`config.mk`:
```
export PLATFORM = sky130hd
export DESIGN_NAME = mpgb_gpio_bank
export DESIGN_NICKNAME = d
export VERILOG_FILES = /design/src/design/mpgb_pkg.sv /design/src/design/mpgb_gpio_bank.sv /design/src/design/mpgb_pin_sync.sv
export SDC_FILE = /design/constraint.sdc
export NUM_CORES = 1
export LEC_CHECK = 0
export BUFFER_PORTS_ARGS = -buffer_cell sky130_fd_sc_hd__buf_2
export CORE_MARGIN = 2
export CORE_UTILIZATION = 56
export DETAILED_ROUTE_END_ITERATION = 8
export GPL_TIMING_DRIVEN = 0
export PLACE_DENSITY = 0.85
export SYNTH_ARGS = -nofsm -noshare
export SYNTH_HDL_FRONTEND = slang
export SYNTH_SLANG_ARGS = --single-unit
```
`constraint.sdc`:
```
create_clock -name sys_clk -period 9.21 [get_ports sys_clk]
set_clock_uncertainty 0.1 [all_clocks]
set_input_delay 0.4605 -clock sys_clk [delete_from_list [all_inputs] [get_ports sys_clk]]
set_output_delay 0.4605 -clock sys_clk [all_outputs]
set_load 0.01 [all_outputs]
```
`src/design/mpgb_pkg.sv`:
```
package mpgb_pkg;
    // register offsets on the core data bus
    localparam logic [7:0] OFS_B_DATA     = 8'h06;
    localparam logic [7:0] OFS_C_DATA     = 8'h07;
    localparam logic [7:0] OFS_D_DATA     = 8'h08;
    localparam logic [7:0] OFS_E_DATA     = 8'h09;
    localparam logic [7:0] OFS_IRQ_CTRL   = 8'h0b;
    localparam logic [7:0] OFS_OPTIONS    = 8'h81;
    localparam logic [7:0] OFS_B_DIR      = 8'h86;
    localparam logic [7:0] OFS_C_DIR      = 8'h87;
    localparam logic [7:0] OFS_D_DIR      = 8'h88;
    localparam logic [7:0] OFS_E_DIR      = 8'h89;
    localparam logic [7:0] OFS_ANALOG_CFG = 8'h9f;

    // field positions
    localparam int POS_PULLUP_EN_N   = 7;
    localparam int POS_EDGE_SEL      = 6;
    localparam int POS_PAR_MODE      = 4;
    localparam int POS_IN_FULL       = 7;
    localparam int POS_OUT_FULL      = 6;
    localparam int POS_IN_OVERFLOW   = 5;
    localparam int POS_EXT_IRQ_EN    = 4;
    localparam int POS_CHANGE_FLAG   = 0;
    localparam int CHANGE_LO         = 4;

    // values after reset
    localparam logic [7:0] RST_OPTIONS    = 8'hff;
    localparam logic [7:0] RST_DIR        = 8'hff;
    localparam logic [4:0] RST_E_DIR      = 5'h07;
    localparam logic [2:0] RST_ANALOG_CFG = 3'h0;
    localparam logic [7:0] RST_LATCH      = 8'h00;

    // synchroniser depth for pin inputs
    localparam int SYNC_STAGES = 2;
endpackage : mpgb_pkg

```
`src/design/mpgb_gpio_bank.sv`:
```
// Added by the designer: strobed register access.
`timescale 1ns/1ps
// Overview of operation
// RL1 - every port B pin has a weak pull-up, one shared control
// RL2 - port B pins 7..4 take part in change detection, pins 3..0 do not
// RL3 - input pins 7..4 compared with value of last port B read, ORed, set flag (code also takes the snapshot on port B data writes)
// RL4 - clearing option bit 7 enables pull-ups; outputs and reset force them off
// RL5 - port B pin 0 is external interrupt input, hysteresis when used so
// RL6 - port C is 8 bits, each pin direction from its direction bit
// RL7 - enabled peripheral overrides port C direction to output or input
// RL8 - software avoids read-modify-write on port C direction during override
// RL9 - per-pin select picks port C output from latch or peripheral
// RL10 - peripheral output enable counts only while peripheral select active
// RL11 - port D is 8 bits, each pin direction from its direction bit
// RL12 - bit 4 of port E direction register makes port D parallel slave port
// RL13 - port E has three pins, direction from low three register bits
// RL14 - in parallel mode port E pins are read, write, select controls
// RL15 - software sets port E inputs and digital before parallel mode
// RL16 - port E pins configured analog read as zero
// RL17 - software keeps analog port E pins configured as inputs
// RL18 - after power-on reset port E pins are analog and read zero
// RL19 - direction bit set means high impedance input, clear drives latch
// RL20 - port read returns pins, write loads latch
module mpgb_gpio_bank
    import mpgb_pkg::*;
(
    input  wire logic       sys_clk,          // system clock, 40 MHz
    input  wire logic       reset_n,          // asynchronous reset, active low
    input  wire logic       clk_en,           // freezes all state but the reset synchroniser while low
    // register port
    input  wire logic [7:0] reg_addr,         // register address
    input  wire logic [7:0] reg_wdata,        // write data
    input  wire logic       reg_wr,           // write strobe
    input  wire logic       reg_rd,           // read strobe
    output logic      [7:0] reg_rdata,        // read data, cycle after strobe
    // port B pins
    input  wire logic [7:0] pin_b_i,          // pin levels
    output logic      [7:0] pin_b_o,          // output latch
    output logic      [7:0] pin_b_oe,         // driver enable
    output logic      [7:0] pullup_en,        // weak pull-up per pin
    output logic            ext_irq_pin,      // synchronised pin 0 level
    output logic            ext_irq_hyst_en,  // schmitt buffer on pin 0
    output logic            ext_irq_edge_select, // edge polarity to irq logic
    output logic      [5:0] timer_options,    // low option bits to timer
    output logic            pin_change_flag,  // change flag level
    // port C pins and peripherals
    input  wire logic [7:0] pin_c_i,          // pin levels
    output logic      [7:0] pin_c_o,          // pin drive value
    output logic      [7:0] pin_c_oe,         // driver enable
    input  wire logic [7:0] periph_sel,       // 1: peripheral owns output
    input  wire logic [7:0] periph_out,       // peripheral output data
    input  wire logic [7:0] periph_oe,        // peripheral output enable
    input  wire logic [7:0] periph_ovr_en,    // direction override active
    input  wire logic [7:0] periph_ovr_dir,   // forced direction, 1 input
    output logic      [7:0] pin_c_s,          // synchronised levels to peripherals
    // port D pins
    input  wire logic [7:0] pin_d_i,          // pin levels
    output logic      [7:0] pin_d_o,          // output latch
    output logic      [7:0] pin_d_oe,         // driver enable
    // port E pins and parallel port engine
    input  wire logic [2:0] pin_e_i,          // pin levels
    output logic      [2:0] pin_e_o,          // output latch
    output logic      [2:0] pin_e_oe,         // driver enable
    output logic            parallel_port_mode, // parallel slave mode
    output logic            par_read_strobe_n,  // read control, active low
    output logic            par_write_strobe_n, // write control, active low
    output logic            par_select_n,       // chip select, active low
    input  wire logic       input_buffer_full,     // status from engine
    input  wire logic       output_buffer_full,    // status from engine
    input  wire logic       input_buffer_overflow, // status from engine
    output logic      [2:0] analog_pin_config_field // to converter mux
);
    logic       rst_meta_q;
    logic       rst_q;
    logic [7:0] b_s;
    logic [7:0] d_s;
    logic [2:0] e_s;

    logic [7:0] b_latch_q;
    logic [7:0] c_latch_q;
    logic [7:0] d_latch_q;
    logic [2:0] e_latch_q;
    logic [7:0] b_dir_q;
    logic [7:0] c_dir_q;
    logic [7:0] d_dir_q;
    logic [4:0] e_dir_q;
    logic [7:0] options_q;
    logic [2:0] analog_q;
    logic       ext_irq_en_q;
    logic       change_flag_q;
    logic       change_flag_d;
    logic [3:0] b_last_q;
    logic [7:0] rdata_q;

    // reset release through two flops; assert stays asynchronous
    always_ff @(posedge sys_clk or negedge reset_n) begin
        if (!reset_n) begin
            rst_meta_q <= 1'b0;
            rst_q      <= 1'b0;
        end else begin
            rst_meta_q <= 1'b1;
            rst_q      <= rst_meta_q;
        end
    end

    // every pin group is synchronised before any logic looks at it
    mpgb_pin_sync #(.WIDTH(8)) u_sync_b (
        .sys_clk (sys_clk),
        .rst_n   (rst_q),
        .clk_en  (clk_en),
        .pin_i   (pin_b_i),
        .pin_s   (b_s)
    );
    mpgb_pin_sync #(.WIDTH(8)) u_sync_c (
        .sys_clk (sys_clk),
        .rst_n   (rst_q),
        .clk_en  (clk_en),
        .pin_i   (pin_c_i),
        .pin_s   (pin_c_s)
    );
    mpgb_pin_sync #(.WIDTH(8)) u_sync_d (
        .sys_clk (sys_clk),
        .rst_n   (rst_q),
        .clk_en  (clk_en),
        .pin_i   (pin_d_i),
        .pin_s   (d_s)
    );
    mpgb_pin_sync #(.WIDTH(3)) u_sync_e (
        .sys_clk (sys_clk),
        .rst_n   (rst_q),
        .clk_en  (clk_en),
        .pin_i   (pin_e_i),
        .pin_s   (e_s)
    );

    // address decode
    wire        acc_en  = clk_en;
    wire        wr_b    = acc_en & reg_wr & (reg_addr == OFS_B_DATA);
    wire        wr_c    = acc_en & reg_wr & (reg_addr == OFS_C_DATA);
    wire        wr_d    = acc_en & reg_wr & (reg_addr == OFS_D_DATA);
    wire        wr_e    = acc_en & reg_wr & (reg_addr == OFS_E_DATA);
    wire        wr_irq  = acc_en & reg_wr & (reg_addr == OFS_IRQ_CTRL);
    wire        wr_opt  = acc_en & reg_wr & (reg_addr == OFS_OPTIONS);
    wire        wr_bdir = acc_en & reg_wr & (reg_addr == OFS_B_DIR);
    wire        wr_cdir = acc_en & reg_wr & (reg_addr == OFS_C_DIR);
    wire        wr_ddir = acc_en & reg_wr & (reg_addr == OFS_D_DIR);
    wire        wr_edir = acc_en & reg_wr & (reg_addr == OFS_E_DIR);
    wire        wr_anl  = acc_en & reg_wr & (reg_addr == OFS_ANALOG_CFG);
    wire        rd_b    = acc_en & reg_rd & (reg_addr == OFS_B_DATA);

    // port E analog decode: only codes 11x make the pins digital
    wire        e_digital   = (analog_q[2:1] == 2'h3);
    wire [2:0]  e_read      = e_digital ? e_s : 3'h0;               // RL16 RL18
    wire        par_mode    = e_dir_q[POS_PAR_MODE];

    // port C effective direction: peripheral override beats the register
    wire [7:0]  c_dir_eff   = (periph_ovr_en & periph_ovr_dir)
                            | (~periph_ovr_en & c_dir_q);           // RL7 RL6

    // change detection on input pins 7..4 against snapshot of last port B read or write
    wire [3:0]  b_in_hi     = b_dir_q[7:CHANGE_LO];                 // RL2
    wire [3:0]  b_mismatch  = (b_s[7:CHANGE_LO] ^ b_last_q) & b_in_hi; // RL3
    wire        change_hit  = |b_mismatch;                          // RL3

    // read mux for the register port
    logic [7:0] rd_mux;
    always_comb begin
        unique case (reg_addr)
            OFS_B_DATA:     rd_mux = b_s;                           // RL20
            OFS_C_DATA:     rd_mux = pin_c_s;                       // RL20
            OFS_D_DATA:     rd_mux = d_s;                           // RL20
            OFS_E_DATA:     rd_mux = {5'h00, e_read};               // RL16
            OFS_IRQ_CTRL:   rd_mux = {3'h0, ext_irq_en_q, 3'h0, change_flag_q};
            OFS_OPTIONS:    rd_mux = options_q;
            OFS_B_DIR:      rd_mux = b_dir_q;
            OFS_C_DIR:      rd_mux = c_dir_q;
            OFS_D_DIR:      rd_mux = d_dir_q;
            OFS_E_DIR:      rd_mux = {input_buffer_full, output_buffer_full,
                                      input_buffer_overflow, e_dir_q[4], 1'b0,
                                      e_dir_q[2:0]};
            OFS_ANALOG_CFG: rd_mux = {5'h00, analog_q};
            default:        rd_mux = 8'h00;   // unmapped reads as zero
        endcase
    end

    // output latches: a write loads the latch, pins are not touched
    always_ff @(posedge sys_clk or negedge rst_q) begin
        if (!rst_q) begin
            b_latch_q <= RST_LATCH;
            c_latch_q <= RST_LATCH;
            d_latch_q <= RST_LATCH;
            e_latch_q <= RST_LATCH[2:0];
        end else begin
            if (wr_b) b_latch_q <= reg_wdata;                       // RL20
            if (wr_c) c_latch_q <= reg_wdata;                       // RL20
            if (wr_d) d_latch_q <= reg_wdata;                       // RL20
            if (wr_e) e_latch_q <= reg_wdata[2:0];                  // RL20
        end
    end

    // direction registers; all pins come up as inputs
    always_ff @(posedge sys_clk or negedge rst_q) begin
        if (!rst_q) begin
            b_dir_q <= RST_DIR;
            c_dir_q <= RST_DIR;
            d_dir_q <= RST_DIR;
            e_dir_q <= RST_E_DIR;
        end else begin
            if (wr_bdir) b_dir_q <= reg_wdata;
            if (wr_cdir) c_dir_q <= reg_wdata;                      // RL6
            if (wr_ddir) d_dir_q <= reg_wdata;                      // RL11
            if (wr_edir) e_dir_q <= reg_wdata[4:0];                 // RL13 RL12
        end
    end

    // option and analog configuration; analog_q reset makes port E analog
    always_ff @(posedge sys_clk or negedge rst_q) begin
        if (!rst_q) begin
            options_q    <= RST_OPTIONS;                            // RL4
            analog_q     <= RST_ANALOG_CFG;                         // RL18
            ext_irq_en_q <= 1'b0;
        end else begin
            if (wr_opt) options_q <= reg_wdata;
            if (wr_anl) analog_q  <= reg_wdata[2:0];
            if (wr_irq) ext_irq_en_q <= reg_wdata[POS_EXT_IRQ_EN];
        end
    end

    // flag: a mismatch in the clearing cycle wins over the clear
    always_comb begin
        change_flag_d = change_flag_q;
        if (wr_irq && !reg_wdata[POS_CHANGE_FLAG]) begin
            change_flag_d = 1'b0;
        end
        if (change_hit) begin
            change_flag_d = 1'b1;                                   // RL3
        end
    end

    // snapshot refreshed on a port B data read or write, ending the mismatch
    always_ff @(posedge sys_clk or negedge rst_q) begin
        if (!rst_q) begin
            change_flag_q <= 1'b0;
            b_last_q      <= 4'h0;
        end else if (clk_en) begin
            change_flag_q <= change_flag_d;
            if (rd_b || wr_b) begin
                b_last_q <= b_s[7:CHANGE_LO];                       // RL3
            end
        end
    end

    // read data held from the strobe edge until the next edge with clk_en high
    always_ff @(posedge sys_clk or negedge rst_q) begin
        if (!rst_q) begin
            rdata_q <= 8'h00;
        end else if (clk_en) begin
            rdata_q <= reg_rd ? rd_mux : 8'h00;
        end
    end
    assign reg_rdata = rdata_q;

    // port B drivers and pull-ups; pull-up dropped on output pins
    assign pin_b_o             = b_latch_q;
    assign pin_b_oe            = ~b_dir_q;                          // RL19
    assign pullup_en           = {8{~options_q[POS_PULLUP_EN_N]}} & b_dir_q; // RL1 RL4
    assign ext_irq_pin         = b_s[0];                            // RL5
    assign ext_irq_hyst_en     = ext_irq_en_q;                      // RL5
    assign ext_irq_edge_select = options_q[POS_EDGE_SEL];
    assign timer_options       = options_q[5:0];
    assign pin_change_flag     = change_flag_q;

    // port C: peripheral select steers data, its enable only counts when selected
    assign pin_c_o  = (periph_sel & periph_out) | (~periph_sel & c_latch_q); // RL9
    assign pin_c_oe = ~c_dir_eff & (~periph_sel | periph_oe);       // RL10 RL19

    // port D: in parallel mode the direction register is ignored and the
    // bus only drives while the external master reads with select low
    wire   par_read = par_mode & ~e_s[0] & ~e_s[2];                 // RL12
    assign pin_d_o  = d_latch_q;
    assign pin_d_oe = par_mode ? {8{par_read}} : ~d_dir_q;          // RL11 RL12 RL19

    // port E: control inputs in parallel mode, never driven then
    assign pin_e_o            = e_latch_q;
    assign pin_e_oe           = par_mode ? 3'h0 : ~e_dir_q[2:0];    // RL14 RL19
    assign parallel_port_mode = par_mode;
    assign par_read_strobe_n  = par_mode ? e_s[0] : 1'b1;           // RL14
    assign par_write_strobe_n = par_mode ? e_s[1] : 1'b1;           // RL14
    assign par_select_n       = par_mode ? e_s[2] : 1'b1;           // RL14
    assign analog_pin_config_field = analog_q;
endmodule : mpgb_gpio_bank

```
`src/design/mpgb_pin_sync.sv`:
```
`timescale 1ns/1ps
// two-flop synchroniser for a group of pins; only stage two is visible outside
module mpgb_pin_sync
    import mpgb_pkg::*;
#(
    parameter int WIDTH = 8
) (
    input  wire logic             sys_clk,   // system clock
    input  wire logic             rst_n,     // synchronised reset, active low
    input  wire logic             clk_en,    // freezes state while low
    input  wire logic [WIDTH-1:0] pin_i,     // raw pin levels
    output logic      [WIDTH-1:0] pin_s      // synchronised levels
);
    logic [WIDTH-1:0] meta_q;

    // first stage feeds only the second
    always_ff @(posedge sys_clk or negedge rst_n) begin
        if (!rst_n) begin
            meta_q <= '0;
            pin_s  <= '0;
        end else if (clk_en) begin
            meta_q <= pin_i;
            pin_s  <= meta_q;
        end
    end
endmodule : mpgb_pin_sync

```
=== Word level (Yosys, flattened, before mapping) ===
Cells that the tools add are included.

* Bits in read-only memories: 0
* Memory bits (writable): 0
* Word-level logic and storage cells: 89
* Memories: 0
* Input bits: 91
* Register bits: 137
* Bits in latches: 0
* Output and inout port bits: 95

* Div/mod/pow operators: 0
* Add/sub/neg operators: 0
* Bitwise logic cells: 36
* Reduce and logical (&&, ||, !) cells: 7
* Multiplexer cells: 10
* Order comparisons: 0
* Equality and inequality tests: 12
* Shift-type cells: 0
* Multiply operators: 0

{| class="wikitable"
|+ Operator list
! kind !! number
|-
| 8-bit case mux with 11 select lines || 1
|-
| 8-bit bitwise AND || 6
|-
| 8-bit == test (second input constant) || 6
|-
| 8-bit inverter || 5
|-
| 8-bit by 4-bit == test with 1-bit output (second input constant) || 3
|-
| 8-bit bitwise OR || 3
|-
| 1-bit bitwise AND || 16
|-
| 8-bit by 3-bit == test with 1-bit output (second input constant) || 2
|-
| 8-bit 2-to-1 mux || 2
|-
| 3-bit 2-to-1 mux || 2
|-
| 1-bit 2-to-1 mux || 5
|-
| 4-bit bitwise AND || 1
|-
| 2-bit AND reduction || 2
|-
| 4-bit OR reduction || 1
|-
| 4-bit bitwise XOR || 1
|-
| 1-bit inverter || 3
|-
| 3-bit inverter || 1
|-
| 2-bit == test (second input constant) || 1
|-
| 2-bit nonzero test || 1
|-
| 1-bit logical AND || 1
|-
| 1-bit zero test || 1
|-
| 1-bit logical OR || 1
|}

=== Logic depth before layout (Yosys ltp) ===
Gate-level depths: netlist (run 1).

* Word-level depth: 5
* Depth in mapped cells: 7
* Gate-level depth less buffers: 5

=== Hierarchy ===
Synthesis (run 1) repeated with hierarchy kept, for this count alone.

* Cell total of the unflattened synthesis: 514
* Area, all modules: 6673.9 µm²

{| class="wikitable"
|+ By module, submodules not included
! module !! area each (µm²) !! times used !! cells an instance
|-
| mpgb_gpio_bank || 4474.3 || 1 || 399
|-
| mpgb_pin_sync at u_sync_b ... || 649.4 || 3 || 34
|-
| mpgb_pin_sync at u_sync_e || 251.5 || 1 || 13
|}

=== Worst setup path before layout (run 1) ===
OpenSTA, ideal clock, no wires.

* Path type: input to register
* Start: in reg_addr[2]
* End: reg analog_q[0] (netlist: analog_pin_config_field[0])
* Library setup time: 0.125 ns
* Buffers on the path: 1
* Cell stages on the path: 5
* Path slack: 7.134 ns
* Arrival time: 1.851 ns
* Data required time: 8.985 ns
* Cells stage by stage: clkbuf_1 -> nand4_1 -> nor4_1 -> and3_1 -> mux2_2

* Cells in the longest elaborated chain, start to end: 2

{| class="wikitable"
|+ RTL lines
! what !! RTL line !! source
|-
| from (decl) || mpgb_gpio_bank.sv:31 || <nowiki>input wire logic [7:0] reg_addr,</nowiki>
|-
| 8-bit == test || mpgb_gpio_bank.sv:148 || <nowiki>wire wr_anl = acc_en & reg_wr & (reg_addr == OFS_ANALOG_CFG);</nowiki>
|-
| 1-bit bitwise AND || mpgb_gpio_bank.sv:148 ||
|-
| to (signal assigned) || mpgb_gpio_bank.sv:224 || <nowiki>if (wr_anl) analog_q <= reg_wdata[2:0];</nowiki>
|-
| to (decl) || mpgb_gpio_bank.sv:88 || <nowiki>logic [2:0] analog_q;</nowiki>
|}

No other way between the ends.
A chain may end at the register's enable or synchronous reset.

=== Worst setup path after layout (run 1) ===
* Start: reg e_dir_q[4]
* End: out pin_d_oe[6]

* Cells in the longest elaborated chain, start to end: 3

{| class="wikitable"
|+ RTL lines
! what !! RTL line !! source
|-
| from (decl) || mpgb_gpio_bank.sv:86 || <nowiki>logic [4:0] e_dir_q;</nowiki>
|-
| from (signal assigned) || mpgb_gpio_bank.sv:212 || <nowiki>if (wr_edir) e_dir_q <= reg_wdata[4:0];</nowiki>
|-
| 1-bit bitwise AND (2 in a row) || mpgb_gpio_bank.sv:279 || <nowiki>wire par_read = par_mode & ~e_s[0] & ~e_s[2];</nowiki>
|-
| 8-bit 2-to-1 mux * || mpgb_gpio_bank.sv:281 || <nowiki>assign pin_d_oe = par_mode ? {8{par_read}} : ~d_dir_q;</nowiki>
|-
| to (decl) || mpgb_gpio_bank.sv:59 || <nowiki>output logic [7:0] pin_d_oe,</nowiki>
|}

Mark *: on every way between the ends. The rest lies on a longest branch, timed or not.

==> results of run 1 <==
## metrics by stage
step | hold WS [ps] | worst slack (ps) | area (um^2) | instances | total power [uW]
2_1_floorplan | 64.91 | 5101 | 6297 | 507 | 764.5
3_3_place_gp | 146.0 | 3907 | 7378 | 828 | 829.9
3_5_place_dp | 72.59 | 6327 | 7437 | 830 | 843.0
4_1_cts | 53.37 | 6564 | 8014 | 863 | 1485
5_1_grt | 59.01 | 6443 | 8014 | 863 | 1534
6_report | 67.59 | 6540 | 8014 | 863 | 1479
## Yosys cell counts, types with 8 or more instances
master / n / area [um^2]
a22oi_1: 12 / 90.09
clkbuf_1: 16 / 60.06
dfstp_2: 35 / 919.6
a21oi_1: 17 / 85.08
inv_1: 25 / 93.84
mux2_2: 127 / 1430
o21ai_0: 23 / 115.1
nand2_1: 25 / 93.84
o22ai_1: 10 / 62.56
a222oi_1: 8 / 80.08
buf_2: 8 / 40.04
nor2_1: 20 / 75.07
dfrtp_1: 101 / 2527
## final timing paths
path | end | slack [ps] | start | cells after the start
max | pin_d_oe[6] | 6540 | e_dir_q[4]$_DFFE_PN0P_ | 5
min | u_sync_b.meta_q[7]$_DFFE_PN0P_ | 70 | pin_b_i[7] | 2
max reg2reg | reg_rdata[7]$_DFFE_PN0P_ | 7610 | options_q[7]$_DFFE_PN1P_ | 3
min reg2reg | c_latch_q[5]$_DFFE_PN0P_ | 80 | rst_q$_DFF_PN0_ | 0
max in group asynchronous | options_q[1]$_DFFE_PN1P_ | 8010 | rst_q$_DFF_PN0_ | 2
min in group asynchronous | c_latch_q[5]$_DFFE_PN0P_ | 80 | rst_q$_DFF_PN0_ | 0
## power groups by stage
stage / clock, uW / combinational, uW / sequential (uW)
3_3_place_gp: 0 / 142 / 688
5_1_grt: 680 / 177 / 677
2_1_floorplan: 0 / 82.8 / 682
6_report: 645 / 162 / 673
4_1_cts: 650 / 163 / 672
3_5_place_dp: 0 / 161 / 682
## area by class of cell
cell class,count,area (um^2)
Buffer,32,152.6
Clock buffer,17,414.1
Clock inverter,15,152.6
Fill cell,705,2874
Inverter,25,93.84
Multi-Input combinational cell,314,2604
Sequential cell,136,3451
Tap cell,140,175.2
Timing Repair Buffer,184,970.9
## worst max-delay path, cell delays in order, from the launching register on
cell and delay (ps):
dfrtp_1 560, nand2b_1 110, or2_2 290, clkbuf_1 240
o21ai_0 200, buf_2 190
## logic make-up (layout without fill, tap and decap cells)
| logic type | after synthesis | after routing | synth area share, % |
|---|---|---|---|
| AOI/OAI and AO/OA | 87 | 87 | 9.180 |
| and+or+nand+nor | 89 | 89 | 7.888 |
| muxes | 133 | 133 | 23.66 |
| other | 1 | 1 | 0.05955 |
| xor gates and xnor gates | 4 | 4 | 0.5564 |
| DFF | 136 | 136 | 54.74 |
| buffers and inverters | 57 | 273 | 3.914 |
## per-layer routing
layer | share of wire (%) | global-route usage, % | wire (um)
met1 | 39 | 38.71 | 6872
met2 | 52 | 50.79 | 9150
met3 | 6.7 | 6.408 | 1179
met4 | 2.8 | 12.03 | 495
met5 | 0 | 0 | 0
## timing repair
action / in CTS / in global routing
endpoints found under the setup margin: 0 / 0
gates resized for setup: 0 / 0
endpoints found under the hold margin: 2 / 0
hold buffers: 1 / 0
buffers inserted: 0 / 0
==> summary.txt, run 1 <==
Row count -> 38
Post-synth EDFFs -> 0
Critical path arrival -> 2110 ps
Seq pwr share -> 45.5%
Fin crit share -> 28.99%
Synth Net Count -> 598
Layout Utilization -> 73.60%
Post-route ant nets -> 0
DIE AREA -> 12110 um^2
GP Congestion -> 0.9162
Grt ovf -> 0
Clock latency on the worst-skew pair -> 520 ps
Max_slew headroom -> 39.39%
DRC Markers -> 0
Ant diodes -> 0
Net Sw Power -> 373.4 uW
Kind of critical path -> flop to output port
Core Area -> 10890 um^2
Die W -> 110.0 um
CP endpoint kind -> output port
GRT Overall Usage -> 30.38%
DP Wirelength -> 12.88 mm
Async set-reset flop share out of synthesis -> 100.0%
Routed vias/inst -> 5.939
Post-synth top flop -> dfrtp_1
Port-buffer cells -> 181
Clock transition at path regs -> 60 ps
Sink Count -> 136
Total CTS buffers -> 17
Comb power frac -> 11.0%
First-pass GRT wire length -> 27.22 mm
Int Power -> 1106 uW
Final Hold Vio Count -> 0
Vias in the first global route -> 5241
Via count -> 5125
Clk root buf -> clkbuf_8
Area growth, synth to finish -> 27.26%
Die height -> 110.0 um
Setup violations, final -> 0
Commonest non-fill, non-tap cells in the layout -> buf_2, mux2_2, dfrtp_1
Synth Warn # -> 0
H-tree levels -> 4
Power share of the clock group -> 43.6%
Largest net degree at the start of global routing -> 71
Status -> finished clean
Leakage Power -> 0.003753 uW
Worst slew pin tran -> 896.8 ps
Setup tns final -> 0 ps
PD cells -> 184.6 nW/um^2
Fin crit period -> 2670 ps
Max Fclk -> 0.3745 GHz
I/O pin count -> 186
Unrepaired setup endpoints after global routing -> no
IR drop worst, VDD -> 0.0001247 V
Flops & latches, synth -> 136
Fin nets -> 801
Commonest non-fill, non-tap cell in the layout -> buf_2
Initial core utilization -> 57.84%
Final WL -> 17.70 mm
CP Launch Type -> flop
Worst hold path class -> input pin to flop
Per-cell routed wire length -> 20.51 um
Seq/Total Area, Yosys -> 54.74%
Post-Syn Area per Cell -> 12.42 um^2
Maxcap violations -> 0
Pre-antenna DRT Iters -> 7
Initial DRC count -> 377
Post-Syn Area -> 6297 um^2
Clk buf depth -> 2
Initial antenna violation count -> 0
TritonCTS clock tree -> done
Switch share -> 25.24%
Distinct cell type count of the synthesized netlist -> 51
CP required -> 8650 ps
Final slew viol count -> 0
Worst-path fanout max -> 8
Fraction of layout cells with a size suffix above 1 -> 55.88%
Post-Synthesis Cells -> 507
Note: power is estimated with default switching activity, not from simulation.
==> run 2, diff against run 1 <==
--- a/config.mk
+++ b/config.mk
@@ -7,10 +7,10 @@
 export LEC_CHECK = 0
 export BUFFER_PORTS_ARGS = -buffer_cell sky130_fd_sc_hd__buf_2
 export CORE_MARGIN = 2
-export CORE_UTILIZATION = 56
+export CORE_UTILIZATION = 47
 export DETAILED_ROUTE_END_ITERATION = 8
 export GPL_TIMING_DRIVEN = 0
-export PLACE_DENSITY = 0.85
+export PLACE_DENSITY = 0.76
 export SYNTH_ARGS = -nofsm -noshare
 export SYNTH_HDL_FRONTEND = slang
 export SYNTH_SLANG_ARGS = --single-unit
==> constraint.sdc (replaced) <==
create_clock -name sys_clk -period 2.4 [get_ports sys_clk]
set_clock_uncertainty 0.1 [all_clocks]
set_input_delay 0.12 -clock sys_clk [delete_from_list [all_inputs] [get_ports sys_clk]]
set_output_delay 0.12 -clock sys_clk [all_outputs]
set_load 0.01 [all_outputs]
==> summary.txt, run 2 (synthesis gave the netlist of run 1 again) <==
Status -> finished clean
First-pass GRT wire length -> 27.92 mm (+2.6%)
Initial antenna violation count -> 0 (unchanged)
Fraction of layout cells with a size suffix above 1 -> 52.78% (-3.1 points)
GP Congestion -> 0.8937 (-2.5%)
Clk root buf -> clkbuf_16
DP Wirelength -> 12.87 mm (about the same)
Commonest non-fill, non-tap cell in the layout -> buf_2
Power share of the clock group -> 45.0% (+1.4 points)
PD cells -> 699.5 nW/um^2 (+280%)
Fill cell total of the finished layout -> 1082 (+53%)
Crit Reg-Reg Startpoint -> options_q[6]$_DFFE_PN1P_
TritonCTS clock tree -> done
Post-Layout Cell Count -> 932 (+8.0%)
Clock latency on the worst-skew pair -> 420 ps (-100 ps)
Grt ovf -> 0 (unchanged)
Fin crit period -> 2288 ps
Setup ws final -> 111.8 ps (-6428 ps)
Net Sw Power -> 1369 uW (+270%)
Final WL -> 17.91 mm (+1.2%)
Worst slew pin tran -> 852.2 ps (-44.68 ps)
Total CTS buffers -> 17 (unchanged)
H-tree levels -> 4 (unchanged)
Ant diodes -> 0 (unchanged)
Kind of critical path -> flop to output port
Fin Hold WS -> 23.18 ps (-44.41 ps)
Post-Place Setup Slack -> -42.62 ps (-6370 ps)
Die W -> 119.8 um (+8.8%)
CP required -> 2180 ps (-6470 ps)
Final Hold Vio Count -> 0 (unchanged)
Commonest non-fill, non-tap cells in the layout -> buf_2, mux2_2, dfrtp_1
Final slew viol count -> 0 (unchanged)
Unrepaired setup endpoints after global routing -> no
Int Power -> 4510 uW (+310%)
Worst r2r dst -> reg_rdata[6]$_DFFE_PN0P_
Max_slew headroom -> 42.66% (+3.3 points)
Largest net degree at the start of global routing -> 71 (unchanged)
Critical path arrival -> 2070 ps (-40 ps)
CP Launch Type -> flop
Via count -> 5133 (+0.16%)
PostCTS Resize Cnt -> 0 (unchanged)
IR drop worst, VDD -> 0.0005421 V (+330%)
Leakage Power -> 0.003914 uW (+4.3%)
Hold path depth -> 4 (+2)
Comb power frac -> 10.9% (about the same)
Fin nets -> 834 (+4.1%)
Seq pwr share -> 44.1% (-1.4 points)
Initial core utilization -> 47.93% (-9.9 points)
DIE AREA -> 14340 um^2 (+18%)
Worst Hold Path EP -> reg_rdata[4]$_DFFE_PN0P_
Final Power -> 5879 uW (+300%)
Clk buf depth -> 2 (unchanged)
Setup Buffers After CTS -> 0 (unchanged)
Row count -> 42 (+11%)
Sequential Area -> 3451 um^2 (unchanged)
Flop2flop setup slack -> 790 ps (-6820 ps)
Port-buffer cells -> 181 (unchanged)
Vias in the first global route -> 5388 (+2.8%)
GRT Overall Usage -> 25.50% (-4.9 points)
I/O pin count -> 186 (unchanged)
Layout Utilization -> 63.98% (-9.6 points)
Maxcap violations -> 0 (unchanged)
Post-route ant nets -> 0 (unchanged)
Sink Count -> 136 (unchanged)
Area of the multi-input gates -> 2604 um^2 (unchanged)
Initial DRC count -> 384 (+1.9%)
Switch share -> 23.29% (-2.0 points)
DRC Markers -> 0 (unchanged)
Worst Hold Launch -> reg_addr[7]
Core Area -> 13140 um^2 (+21%)
CP endpoint kind -> output port
Pre-antenna DRT Iters -> 5 (-2)
Setup violations, final -> 0 (unchanged)
Max Fclk -> 0.4370 GHz
Worst hold path class -> input pin to flop
Clock transition at path regs -> 60 ps (about the same)
# hold bufs at CTS -> 35 (+34)
Routed vias/inst -> 5.508 (-7.3%)
Die height -> 119.8 um (+8.8%)
Reg2Reg Depth -> 5 (+2)
Per-cell routed wire length -> 19.21 um (-6.3%)
Worst-path fanout max -> 8 (unchanged)
Fin crit share -> 95.34%
Area growth, synth to finish -> 33.48%
Inst Count DP -> 865 (+4.2%)
-- run 2: changes by cell type in the layout (fill, tap and decap cells not counted), sizes merged --
| cell | before | now |
|---|---|---|
| clkinv | 6 | 5 |
| clkinvlp | 5 | 0 |
| buf | 199 | 198 |
| clkbuf | 33 | 40 |
| inv | 27 | 25 |
| dlygate4sd3 | 1 | 35 |
| bufinv | 2 | 3 |
-- run 2: worst max path at each step --
stage | start | endpoint | cells after the start
4_1_cts | e_dir_q[4]$_DFFE_PN0P_ | pin_d_oe[6] | 5
2_1_floorplan | rst_q$_DFF_PN0_ | analog_pin_config_field[0]$_DFFE_PN0P_ | 0
3_5_place_dp | reg_addr[4] | c_latch_q[2]$_DFFE_PN0P_ | 5
6_report | e_dir_q[4]$_DFFE_PN0P_ | pin_d_oe[6] | 5
3_3_place_gp | rst_q$_DFF_PN0_ | u_sync_e.pin_s[1]$_DFFE_PN0P_ | 0
5_1_grt | e_dir_q[4]$_DFFE_PN0P_ | pin_d_oe[6] | 5
-- run 2: critical path, cell delays in order, from the launching register on --
cell and delay (ps):
dfrtp_1 580, nand2b_1 120, or2_2 280, clkbuf_1 240, o21ai_0 220, buf_2 200
-- run 2: layout make-up --
type / instances / share of cell area (%)
buffer: 32 / 1.816
tap: 176 / 2.620
sequential: 136 / 41.05
clock buffer: 24 / 5.731
inverter: 25 / 1.116
multi-input combinational: 314 / 30.98
timing repair buffer: 217 / 15.27
clock inverter: 8 / 1.414
-- run 2: routing by layer --
metal	global-route usage, %	vias up	routed length, um
met2	41.14	196	8856
met5	0	-	0
met4	12.06	0	513
met3	5.941	34	1019
li1	-	2300	-
met1	32.62	2603	7519
-- run 2: power groups by stage --
stage / combinational [uW] / sequential, uW / clock, uW
6_report: 641 / 2590 / 2640
5_1_grt: 695 / 2620 / 2770
4_1_cts: 639 / 2600 / 2670
3_5_place_dp: 592 / 2630 / 0
3_3_place_gp: 549 / 2640 / 0
2_1_floorplan: 318 / 2620 / 0
-- run 2: stage by stage --
step,TNS [ps],area [um^2]
3_3_place_gp,-63320,7425
6_report,0,8406
3_5_place_dp,-647.6,7455
5_1_grt,0,8406
2_1_floorplan,0,6299
4_1_cts,0,8406
